File: src/logic/ccrb_pkg.sv
// Package with constants and carrier types of the configuration register bank.
package ccrb_pkg;

	// ----------------------------------------
	// Register map
	// ----------------------------------------
	localparam int CCRB_CFG_COUNT = 48;
	localparam int CCRB_SFR_COUNT = 4;
	localparam logic [7:0] CCRB_OFS_OSC_TUNE = 8'h00;
	localparam logic [7:0] CCRB_OFS_OSC_CTRL = 8'h01;
	localparam logic [7:0] CCRB_OFS_RES_CHARGE = 8'h02;
	localparam logic [7:0] CCRB_OFS_AUX_CHARGE = 8'h03;
	localparam logic [7:0] CCRB_OFS_CAP_MODE = 8'h04;
	localparam logic [7:0] CCRB_OFS_CYCLE_CLK = 8'h05;
	localparam logic [7:0] CCRB_OFS_CAP_PORTS = 8'h06;
	localparam logic [7:0] CCRB_OFS_AVG_LOW = 8'h07;
	localparam logic [7:0] CCRB_OFS_AVG_HIGH = 8'h08;
	localparam logic [7:0] CCRB_OFS_CONV_B0 = 8'h09;
	localparam logic [7:0] CCRB_OFS_CONV_B1 = 8'h0A;
	localparam logic [7:0] CCRB_OFS_CONV_B2 = 8'h0B;
	localparam logic [7:0] CCRB_OFS_DISCH_LOW = 8'h0C;
	localparam logic [7:0] CCRB_OFS_RUN = 8'h2F;
	localparam logic [7:0] CCRB_OFS_SFR0 = 8'h30;
	localparam logic [7:0] CCRB_OFS_RESULT0 = 8'h40;
	localparam int CCRB_RESULT_COUNT = 4;
	localparam logic [7:0] CCRB_CFG_RESET = 8'h00;
	localparam int CCRB_AVG_BITS = 13;
	localparam int CCRB_CONV_BITS = 23;

	// ----------------------------------------
	// Processor control
	// ----------------------------------------
	localparam int CCRB_IO_BITS = 64;
	localparam int CCRB_IO_OUT_BITS = 16;
	localparam int CCRB_CORE_CLK_KHZ = 60000;
	localparam int CCRB_SFR_STATUS = 0;
	localparam int CCRB_SFR_IO_LO = 1;
	localparam int CCRB_SFR_IO_HI = 2;
	localparam int CCRB_SFR_IOSEL = 3;

	typedef enum logic [1:0] {
		CCRB_CORE_STOP = 2'b00,
		CCRB_CORE_RUN = 2'b01,
		CCRB_CORE_HALT = 2'b11
	} ccrb_core_t;

	typedef struct packed {
		logic [7:0] addr;
		logic [7:0] wdata;
		logic wr;
		logic rd;
	} ccrb_bus_t;

	typedef struct packed {
		logic [31:0] data;
		logic [1:0] index;
		logic wr;
	} ccrb_result_t;

endpackage

File: src/logic/ccrb_top.sv
// Configuration register bank with processor control and result registers.
//
// Overview of operation
// - There are 48 configuration registers, each one byte wide.
// - Four special function registers follow the configuration set.
// - The last configuration register holds only the run bit, which enables front end and processor.
// - Each configuration write updates register and RAM mirror together and can be read back.
// - The processor reads 64 I/O status bits and drives 16 of them to the general purpose pins.
// - The processor runs from an internal clock of about 60 MHz.
// - A firmware command halts the processor clock to save power.
// - A halted processor resumes on a general purpose pin signal or end of measurement.
// - Raw and computed results live in RAM while the program lives in non-volatile memory.
// - At minimum the processor copies raw time values unchanged into the read registers.
// - Read register contents are whatever firmware writes, with no fixed format.
//
// The strobed register port was left to the implementer.
module ccrb_top #(
	parameter int CFG_COUNT = ccrb_pkg::CCRB_CFG_COUNT,
	parameter int IO_BITS = ccrb_pkg::CCRB_IO_BITS,
	parameter int IO_OUT_BITS = ccrb_pkg::CCRB_IO_OUT_BITS
) (
	input wire logic SYS_CLK_I, // 20 MHz system clock.
	input wire logic RST_N_I, // Asynchronous reset, active low.
	input wire logic [7:0] ADDR_I, // Register address.
	input wire logic [7:0] WDATA_I, // Register write data.
	input wire logic WR_I, // Write strobe.
	input wire logic RD_I, // Read strobe.
	output logic [7:0] RDATA_O, // Read data, one cycle after strobe.
	input wire logic [ccrb_pkg::CCRB_IO_BITS-1:0] IO_STATUS_I, // Status bits seen by core.
	input wire logic GPIO_WAKE_I, // General purpose pin wake signal.
	input wire logic MEAS_DONE_I, // End of measurement pulse.
	input wire logic [31:0] RAW_TIME_I, // Raw time value from converters.
	input wire logic [1:0] RAW_INDEX_I, // Result slot of the raw value.
	input wire logic RAW_VALID_I, // Raw value valid pulse.
	input wire logic HALT_CMD_I, // Firmware halt command pulse.
	input wire ccrb_pkg::ccrb_result_t FW_RESULT_I, // Firmware result write.
	input wire logic PASSTHRU_I, // Minimal firmware: copy raw values.
	output logic FRONTEND_RUN_CONTROL_O, // Front end enable.
	output logic CORE_CLK_EN_O, // Processor clock enable.
	output logic [ccrb_pkg::CCRB_IO_OUT_BITS-1:0] GPIO_OUT_O, // Processor driven I/O bits.
	output logic [12:0] CAP_SAMPLE_AVERAGE_COUNT_O, // Averaging count.
	output logic [22:0] CONVERSION_PERIOD_O // Conversion period.
);
	import ccrb_pkg::*;

	initial begin
		if (CFG_COUNT != CCRB_CFG_COUNT || IO_BITS != CCRB_IO_BITS ||
			IO_OUT_BITS != CCRB_IO_OUT_BITS) begin
			$error("unsupported register bank geometry");
		end
	end

	// ----------------------------------------
	// Reset synchroniser
	// ----------------------------------------
	logic rst_meta_r;
	logic rst_n;

	always_ff @(posedge SYS_CLK_I or negedge RST_N_I) begin
		if (!RST_N_I) begin
			rst_meta_r <= 1'b0;
			rst_n <= 1'b0;
		end else begin
			rst_meta_r <= 1'b1;
			rst_n <= rst_meta_r;
		end
	end

	// ----------------------------------------
	// State
	// ----------------------------------------
	typedef struct packed {
		logic [CCRB_CFG_COUNT-1:0][7:0] cfg;
		logic [CCRB_CFG_COUNT-1:0][7:0] mirror;
		logic [CCRB_SFR_COUNT-1:0][7:0] sfr;
		logic [CCRB_RESULT_COUNT-1:0][31:0] result;
		logic [7:0] rdata;
		logic [IO_OUT_BITS-1:0] gpio;
	} ccrb_state_t;

	ccrb_state_t s_r;
	ccrb_state_t s_nxt;
	ccrb_bus_t bus;
	ccrb_core_t core_state;
	logic core_en;

	assign bus = '{addr: ADDR_I, wdata: WDATA_I, wr: WR_I, rd: RD_I};

	function automatic logic in_range(input logic [7:0] a, input logic [7:0] base,
		input int count);
		in_range = (a >= base) && (int'(a) < int'(base) + count);
	endfunction

	ccrb_core_ctrl u_core (
		.clk_i(SYS_CLK_I),
		.rst_n_i(rst_n),
		.run_i(s_r.cfg[CCRB_OFS_RUN][0]),
		.halt_cmd_i(HALT_CMD_I),
		.gpio_wake_i(GPIO_WAKE_I),
		.meas_done_i(MEAS_DONE_I),
		.state_o(core_state),
		.clk_en_o(core_en)
	);

	// ----------------------------------------
	// Next state
	// ----------------------------------------
	always_comb begin
		logic [5:0] sel;
		logic [7:0] rel;
		sel = 6'h00;
		rel = 8'h00;
		s_nxt = s_r;
		s_nxt.rdata = 8'h00;
		// Configuration writes land in the register and its RAM mirror at once.
		if (bus.wr && in_range(bus.addr, 8'h00, CCRB_CFG_COUNT)) begin
			if (bus.addr == CCRB_OFS_RUN) begin
				s_nxt.cfg[bus.addr[5:0]] = {7'h00, bus.wdata[0]};
				s_nxt.mirror[bus.addr[5:0]] = {7'h00, bus.wdata[0]};
			end else begin
				s_nxt.cfg[bus.addr[5:0]] = bus.wdata;
				s_nxt.mirror[bus.addr[5:0]] = bus.wdata;
			end
		end
		// Only the I/O select SFR is writable; the others show core state, the selected I/O status bit and the select's upper bits.
		if (bus.wr && bus.addr == CCRB_OFS_SFR0 + 8'(CCRB_SFR_IOSEL)) begin
			s_nxt.sfr[CCRB_SFR_IOSEL] = bus.wdata;
		end
		s_nxt.sfr[CCRB_SFR_STATUS] = {5'h00, core_en, core_state};
		sel = s_r.sfr[CCRB_SFR_IOSEL][5:0];
		s_nxt.sfr[CCRB_SFR_IO_LO] = {7'h00, IO_STATUS_I[sel]};
		s_nxt.sfr[CCRB_SFR_IO_HI] = {4'h0, sel[5:2]};
		// The core drives the GPIO bit chosen by sel[3:0] through writes to the CCRB_SFR_IO_HI address while its clock runs.
		if (bus.wr && bus.addr == CCRB_OFS_SFR0 + 8'(CCRB_SFR_IO_HI) && core_en) begin
			s_nxt.gpio[sel[3:0]] = bus.wdata[0];
		end
		// Result slots are written by firmware; raw copy only in passthrough.
		if (core_en && FW_RESULT_I.wr) begin
			s_nxt.result[FW_RESULT_I.index] = FW_RESULT_I.data;
		end else if (core_en && PASSTHRU_I && RAW_VALID_I) begin
			s_nxt.result[RAW_INDEX_I] = RAW_TIME_I;
		end
		if (bus.rd) begin
			rel = bus.addr - CCRB_OFS_RESULT0;
			if (in_range(bus.addr, 8'h00, CCRB_CFG_COUNT)) begin
				s_nxt.rdata = s_r.mirror[bus.addr[5:0]];
			end else if (in_range(bus.addr, CCRB_OFS_SFR0, CCRB_SFR_COUNT)) begin
				s_nxt.rdata = s_r.sfr[bus.addr[1:0]];
			end else if (in_range(bus.addr, CCRB_OFS_RESULT0, 4 * CCRB_RESULT_COUNT)) begin
				s_nxt.rdata = s_r.result[rel[3:2]][8 * rel[1:0] +: 8];
			end
		end
	end

	always_ff @(posedge SYS_CLK_I or negedge rst_n) begin
		if (!rst_n) begin
			s_r <= '0;
		end else begin
			s_r <= s_nxt;
		end
	end

	// ----------------------------------------
	// Outputs
	// ----------------------------------------
	logic run_out_r;
	logic core_en_r;
	logic [12:0] avg_r;
	logic [22:0] conv_r;

	always_ff @(posedge SYS_CLK_I or negedge rst_n) begin
		if (!rst_n) begin
			run_out_r <= 1'b0;
			core_en_r <= 1'b0;
			avg_r <= 13'h0000;
			conv_r <= 23'h000000;
		end else begin
			run_out_r <= s_r.cfg[CCRB_OFS_RUN][0];
			core_en_r <= core_en;
			avg_r <= {s_r.cfg[CCRB_OFS_AVG_HIGH][4:0], s_r.cfg[CCRB_OFS_AVG_LOW]};
			conv_r <= {s_r.cfg[CCRB_OFS_CONV_B2][6:0], s_r.cfg[CCRB_OFS_CONV_B1],
				s_r.cfg[CCRB_OFS_CONV_B0]};
		end
	end

	assign RDATA_O = s_r.rdata;
	assign FRONTEND_RUN_CONTROL_O = run_out_r;
	assign CORE_CLK_EN_O = core_en_r;
	assign GPIO_OUT_O = s_r.gpio;
	assign CAP_SAMPLE_AVERAGE_COUNT_O = avg_r;
	assign CONVERSION_PERIOD_O = conv_r;
endmodule

File: src/logic/ccrb_core_ctrl.sv
// Clock gate control for the embedded processor: run, halt and wake.
module ccrb_core_ctrl (
	input wire logic clk_i, // System clock.
	input wire logic rst_n_i, // Synchronised reset, active low.
	input wire logic run_i, // Front end run control level.
	input wire logic halt_cmd_i, // Firmware halt command pulse.
	input wire logic gpio_wake_i, // General purpose pin wake level.
	input wire logic meas_done_i, // End of measurement pulse.
	output ccrb_pkg::ccrb_core_t state_o, // Processor state.
	output logic clk_en_o // Processor clock enable.
);
	import ccrb_pkg::*;

	typedef struct packed {
		ccrb_core_t st;
		logic en;
	} ccrb_cc_state_t;

	ccrb_cc_state_t s_r;
	ccrb_cc_state_t s_nxt;

	always_comb begin
		s_nxt = s_r;
		case (s_r.st)
			CCRB_CORE_STOP: begin
				if (run_i) begin
					s_nxt.st = CCRB_CORE_RUN;
				end
			end
			CCRB_CORE_RUN: begin
				if (!run_i) begin
					s_nxt.st = CCRB_CORE_STOP;
				end else if (halt_cmd_i) begin
					s_nxt.st = CCRB_CORE_HALT;
				end
			end
			CCRB_CORE_HALT: begin
				if (!run_i) begin
					s_nxt.st = CCRB_CORE_STOP;
				end else if (gpio_wake_i || meas_done_i) begin
					s_nxt.st = CCRB_CORE_RUN;
				end
			end
			default: begin
				s_nxt.st = CCRB_CORE_STOP;
			end
		endcase
		s_nxt.en = (s_nxt.st == CCRB_CORE_RUN);
	end

	always_ff @(posedge clk_i or negedge rst_n_i) begin
		if (!rst_n_i) begin
			s_r <= '{st: CCRB_CORE_STOP, en: 1'b0};
		end else begin
			s_r <= s_nxt;
		end
	end

	assign state_o = s_r.st;
	assign clk_en_o = s_r.en;
endmodule

File: config.mk
export PLATFORM = sky130hd
export DESIGN_NAME = ccrb_top
export DESIGN_NICKNAME = d
export VERILOG_FILES = /design/src/logic/ccrb_pkg.sv /design/src/logic/ccrb_top.sv /design/src/logic/ccrb_core_ctrl.sv
export SDC_FILE = /design/constraint.sdc
export NUM_CORES = 1
export LEC_CHECK = 0
export ABC_AREA = 1
export BUFFER_PORTS_ARGS = -buffer_cell sky130_fd_sc_hd__buf_4
export CAP_MARGIN = 20
export CELL_PAD_IN_SITES_DETAIL_PLACEMENT = 1
export CELL_PAD_IN_SITES_GLOBAL_PLACEMENT = 2
export CORE_MARGIN = 2
export CORE_UTILIZATION = 32
export DETAILED_ROUTE_END_ITERATION = 8
export PLACE_DENSITY = 0.76
export SETUP_SLACK_MARGIN = 0.15
export SLEW_MARGIN = 10
export SYNTH_ARGS = -nofsm -noshare
export SYNTH_HDL_FRONTEND = slang
export SYNTH_SLANG_ARGS = --single-unit
export TNS_END_PERCENT = 10
File: constraint.sdc
create_clock -name SYS_CLK_I -period 16.4 [get_ports SYS_CLK_I]
set_input_delay 3.28 -clock SYS_CLK_I [delete_from_list [all_inputs] [get_ports SYS_CLK_I]]
set_output_delay 3.28 -clock SYS_CLK_I [all_outputs]
set_load 0.02 [all_outputs]
# Word-level counts from Yosys, hierarchy flattened
# Index checks and enable logic that the tools add are counted.
# W data, S select, Z words.
dict set report totals {
  reg_bits 979
  elab_cells 192
}
dict set report classes {
  n_shift 1
  n_addsub 1
  n_reduce_logical 17
  magnitude_cmp 17
  mux 36
  eq_ne 6
}
# cell n
set ops {}
lappend ops {{$bwmux W384} 4}
lappend ops {{$mux W768} 1}
lappend ops {{$bwmux W128} 2}
lappend ops {{$mux W128} 2}
lappend ops {{$demux W32 S2} 2}
lappend ops {{$mux W32} 3}
lappend ops {{$bmux W32 S2} 1}
lappend ops {{$mux W8} 7}
lappend ops {{$bmux W8 S6} 1}
lappend ops {{$demux W8 S6} 1}
lappend ops {{$shiftx A32 B6 Y8} 1}
lappend ops {{$eq A8 B6 Y1 const B} 3}
lappend ops {{$bmux W8 S2} 1}
lappend ops {{$bwmux W16} 1}
lappend ops {{$lt A8 B6 Y1 const B} 2}
lappend ops {{$logic_and A1 B1 Y1} 14}
lappend ops {{$lt A6 B7 Y1 const B} 2}
lappend ops {{$lt A2 B3 Y1 const B} 4}
lappend ops {{$mux W2} 5}
lappend ops {{$ge A8 B1 Y1 const B} 1}
lappend ops {{$ge A8 B6 Y1 const B} 1}
lappend ops {{$ge A8 B7 Y1 const B} 1}
lappend ops {{$lt A8 B7 Y1 const B} 1}
lappend ops {{$bmux W1 S6} 1}
lappend ops {{other kinds (13)} 16}

# Longest topological paths before layout
dict set report logic_depth {
  depth_word 8
  depth_mapped 15
  ltp_nobuf 13
}

# Modules after synthesis
# From an unflattened synthesis, not the netlist that was laid out.
dict set report unflattened {
  cells_unflattened 3716
  hier_area_um2 28672.5
}
# module seq_area_each_um2 area_each_um2 cells_per_inst n_inst
set modules_own_cells {}
lappend modules_own_cells {ccrb_top 14789.2 28556.1 3704 1}
lappend modules_own_cells {ccrb_core_ctrl 75.1 116.4 12 1}

# Least setup slack after synthesis
# OpenSTA, ideal clock, no wires.
dict set report synth_path {
  path_kind {input port to flip-flop}
  from {input port ADDR_I[2]}
  to {register s_r[309] (netlist bit)}
  path_stages 8
  arrival_time_ns 4.703
  setup_slack_ns 11.563
  setup_time_ns 0.133
  required_time_ns 16.267
  cell_sequence {buf_2 clkinv_1 nor2_1 nand3_1 nand2_1 buf_4 clkbuf_1 o21ai_0}
}
dict set report synth_via {
  elab_chain_len 6
  elab_cells_between_ends 13
}
# item line
set synth_rtl {}
lappend synth_rtl {{start, declared} ccrb_top.sv:24} ;# input wire logic [7:0] ADDR_I,
lappend synth_rtl {{$lt A6 B7 Y1 (not written as such) or $ge A6 B1 Y1 (tied branches)} {ccrb_top.sv:119, ccrb_top.sv:122}}
lappend synth_rtl {{$logic_and A1 B1 Y1 (not written as such)} {ccrb_top.sv:119, ccrb_top.sv:122}}
lappend synth_rtl {{$mux W8 (not written as such)} {ccrb_top.sv:119, ccrb_top.sv:122}}
lappend synth_rtl {{$demux W8 S6} {ccrb_top.sv:119, ccrb_top.sv:122}}
lappend synth_rtl {{$bwmux W384 (on tied branches)} {ccrb_top.sv:122, ccrb_top.sv:119}}
lappend synth_rtl {{$mux W768} ccrb_top.sv:117} ;# if (bus.addr == CCRB_OFS_RUN) begin
lappend synth_rtl {{end signal, assigned} ccrb_top.sv:159} ;# s_r <= s_nxt;
lappend synth_rtl {{end, declared} ccrb_top.sv:81} ;# ccrb_state_t s_r;
# Parallel ways exist; a longest one is shown, timed or not.
# A chain may end at the register's enable or synchronous reset.

# Worst setup path in the final report
dict set report layout_path {
  from {input port ADDR_I[0]}
  to {register s_r[651] (netlist bit)}
}
dict set report layout_via {
  elab_chain_len 6
  elab_cells_between_ends 13
}
# item line
set layout_rtl {}
lappend layout_rtl {{$lt A6 B7 Y1 (not written as such) or $ge A6 B1 Y1 (tied branches)} {ccrb_top.sv:118, ccrb_top.sv:121}}
lappend layout_rtl {{$logic_and A1 B1 Y1 (not written as such)} {ccrb_top.sv:118, ccrb_top.sv:121}}
lappend layout_rtl {{$mux W8 (not written as such)} {ccrb_top.sv:118, ccrb_top.sv:121}}
lappend layout_rtl {{$demux W8 S6} {ccrb_top.sv:118, ccrb_top.sv:121}}
lappend layout_rtl {{$bwmux W384 (on tied branches)} {ccrb_top.sv:121, ccrb_top.sv:118}}
lappend layout_rtl {{$mux W768} ccrb_top.sv:117}
# Parallel ways exist; a longest one is shown, timed or not.

==> flow_summary.ini <==
[route]
post_drt_wl_per_cell_um = 21.9
drt_first_pass_iters = 6
vias = 25800
drtIter0Drc = 2042
wl_um = 109000
route.detailed.drc = 0
postRouteAntennaNets = 0
vias_per_cell = 5.19

[run]
drv_cap = 0

[synthesis]
synth_cells = 3694
synth_area_per_cell_um2 = 7.72
synth-edff-count = 0
seq_area_frac_synth_pct = 52.1
synth.ff_latch_count = 594
synth_cell_type_count = 38
synth_flop_cell = dfrtp_1
ys_warn_count = 0
async_flop_share_pct = 100
syn_area_um2 = 28500
syn_nets = 3852

[setup_path]
path_common_cell = buf_4
critPathMaxFanout = 55
start_kind = input port
end_kind = flip-flop
worst-setup-path-type = in2reg
path_delay_family = buffers and inverters
cp_slowest_cell = nor2_1
arrival_ns = 7.45
cp.required_ns = 16.91
r2r_slack_ns = 12.19
slowest_delay_ns = 0.90
crit_buf_inv = 4
crit_chain = buf_4 -> inv_4 -> buf_4 -> buf_4 -> nand2_1 -> nor2_1 -> nand2_1 -> o21ai_0

[layout]
layout_commonest_cell = nand2_1
nFillCells = 10600
syn2layout_area_growth_pct = 16.8
regArea_um2 = 14900
multi_input_area_um2 = 11700
final_nets = 3918
drive_above_1_share_pct = 11.0
final_cell_mix = 1512 x nand2_1, 593 x dfrtp_1, 452 x o21ai_0

[global_routing]
grt_use_total_pct = 23.8
grt_antenna_before_repair = 5
grt_pass1_wl_um = 167000
first_global_vias = 26500
grt_overflow = 0
grt_max_degree = 160

[clock_network]
htree_levels = 3
cts_hold_buf = 0
cts.clk_slew.worst_paths_ns = 0.06
post_cts_buffers = 0
cts_tree = built
clk_path_buf_depth = 3
postCtsResizedCells = 0
cts_root_buffer = clkbuf_16
clkSinkCount = 594
cts_buffers = 73
clk_latency_ns = 0.61

[sta]
slew_headroom_pct = 25.4
tns_ns = 0
period_minus_slack_ns = 6.95
rsz0062_at_grt = no
slew_viol_final = 0
hold_viol = 0
final.period_utilization_pct = 42.4
clock.fmax_ghz = 0.144
tightestPinTransition_ns = 1.12
skew_ns = 0.0215
report.final.setup_viol = 0

[floorplanning]
die_h_um = 303
start_util_pct = 32.3
num_rows = 109
fp.coreArea_um2 = 88400
fp.dieW_um = 303
die_area_um2 = 91600
io-pin-count = 220

[worst_hold_path]
hold_class = reg2reg

[placement]
gp_congestion = 0.806
port_buffers = 219
dpl.hpwl_um = 66900

[pwr]
power.total_uw = 3510
ir_worst_vdd_mv = 0.0684
p_leak_uw = 0.0159
power_density_nw_per_um2 = 105

[run_status]
status = finished clean
power by group:
group / switching (uW) / internal [uW] / leakage (uW)
Combinational: 241 / 97.8 / 0.00721
Clock: 657 / 962 / 0.00117
Sequential: 31.0 / 1520 / 0.00756
stage by stage:
step / cells / hold slack [ns] / cell area, um^2 / worst slack, ns / utilization, %
detailed placement: 4849 / 0.341 / 30900 / 8.88 / 35.0
finish: 4981 / 0.353 / 33300 / 9.45 / 37.7
CTS: 4977 / 0.357 / 33300 / 9.50 / 37.7
global route: 4979 / 0.361 / 33300 / 9.26 / 37.7
global placement: 4847 / 0.337 / 30900 / 8.96 / 35.0
floorplan: 3694 / 0.331 / 28500 / 6.74 / -
final cells by class:
type | instances | share of cell area [%]
timing repair buffer | 264 | 6.09
clock buffer | 115 | 6.81
clock inverter | 13 | 0.300
antenna | 3 | 0.0225
inverter | 231 | 2.62
multi-input combinational | 2596 | 35.2
sequential | 594 | 44.6
tap | 1165 | 4.37
metal layers:
layer	up-vias	share of wire (%)	global-route usage, %
met5	-	0.028	0
met4	4	2.7	7.11
met3	172	5.6	4.02
met2	620	46	37.3
met1	12900	46	33.6
li1	12200	-	-
sequential cells by signal (all words and copies together) (netlist names), named ones only:
name	cells
u_core.state_o	2
s_r	476
CAP_SAMPLE_AVERAGE_COUNT_O	13
CONVERSION_PERIOD_O	23
rst_meta_r	1
u_core.clk_en_o	1
RDATA_O	8
s_nxt	4
rst_n	1
GPIO_OUT_O	16
FRONTEND_RUN_CONTROL_O	1
final timing paths:
check	cells after the start	to	start
max reg2reg	4	RDATA_O[1]$_DFF_PN0_	rst_n$_DFF_PN0_
max in group asynchronous	4	RDATA_O[1]$_DFF_PN0_	rst_n$_DFF_PN0_
min reg2reg	0	rst_n$_DFF_PN0_	rst_meta_r$_DFF_PN0_
max	8	s_r[651]$_DFFE_PN0P_	ADDR_I[0]
min in group asynchronous	0	s_r[405]$_DFFE_PN0P_	rst_n$_DFF_PN0_
min	0	rst_n$_DFF_PN0_	rst_meta_r$_DFF_PN0_
cells by family (layout without fill, tap and decap cells):
family / Yosys count / count (layout) / synth area share [%]
buffers and inverters: 504 / 623 / 7.16
AOI/OAI and AO/OA: 650 / 650 / 12.9
muxes: 4 / 4 / 0.158
other: 1 / 4 / 0.0131
DFF: 594 / 594 / 52.1
and+or+nand+nor: 1941 / 1941 / 27.7
worst register-to-register path, cell delays in order (launching register included):
cell and delay [ns]:
dfrtp_4 0.92, buf_4 0.70, buf_4 0.88, buf_12 0.62, buf_4 1.05
Yosys cell counts (all sizes together) (3+ instances only):
cell type / n / area (um^2)
nand2: 1523 / 5720
dfrtp: 594 / 14900
o21ai: 469 / 2350
inv: 227 / 852
clkbuf: 210 / 797
nand3: 208 / 1040
nand4: 108 / 676
nor2: 87 / 337
o221ai: 69 / 604
buf: 63 / 378
o22ai: 53 / 332
a21oi: 37 / 185
a22oi: 8 / 60.1
nor3: 7 / 65.1
o32ai: 6 / 52.6
and2: 4 / 25.0
clkinv: 4 / 15.0
mux2: 4 / 45.0
o31ai: 3 / 55.1
No activity file was read; power rests on OpenSTA's default activity.
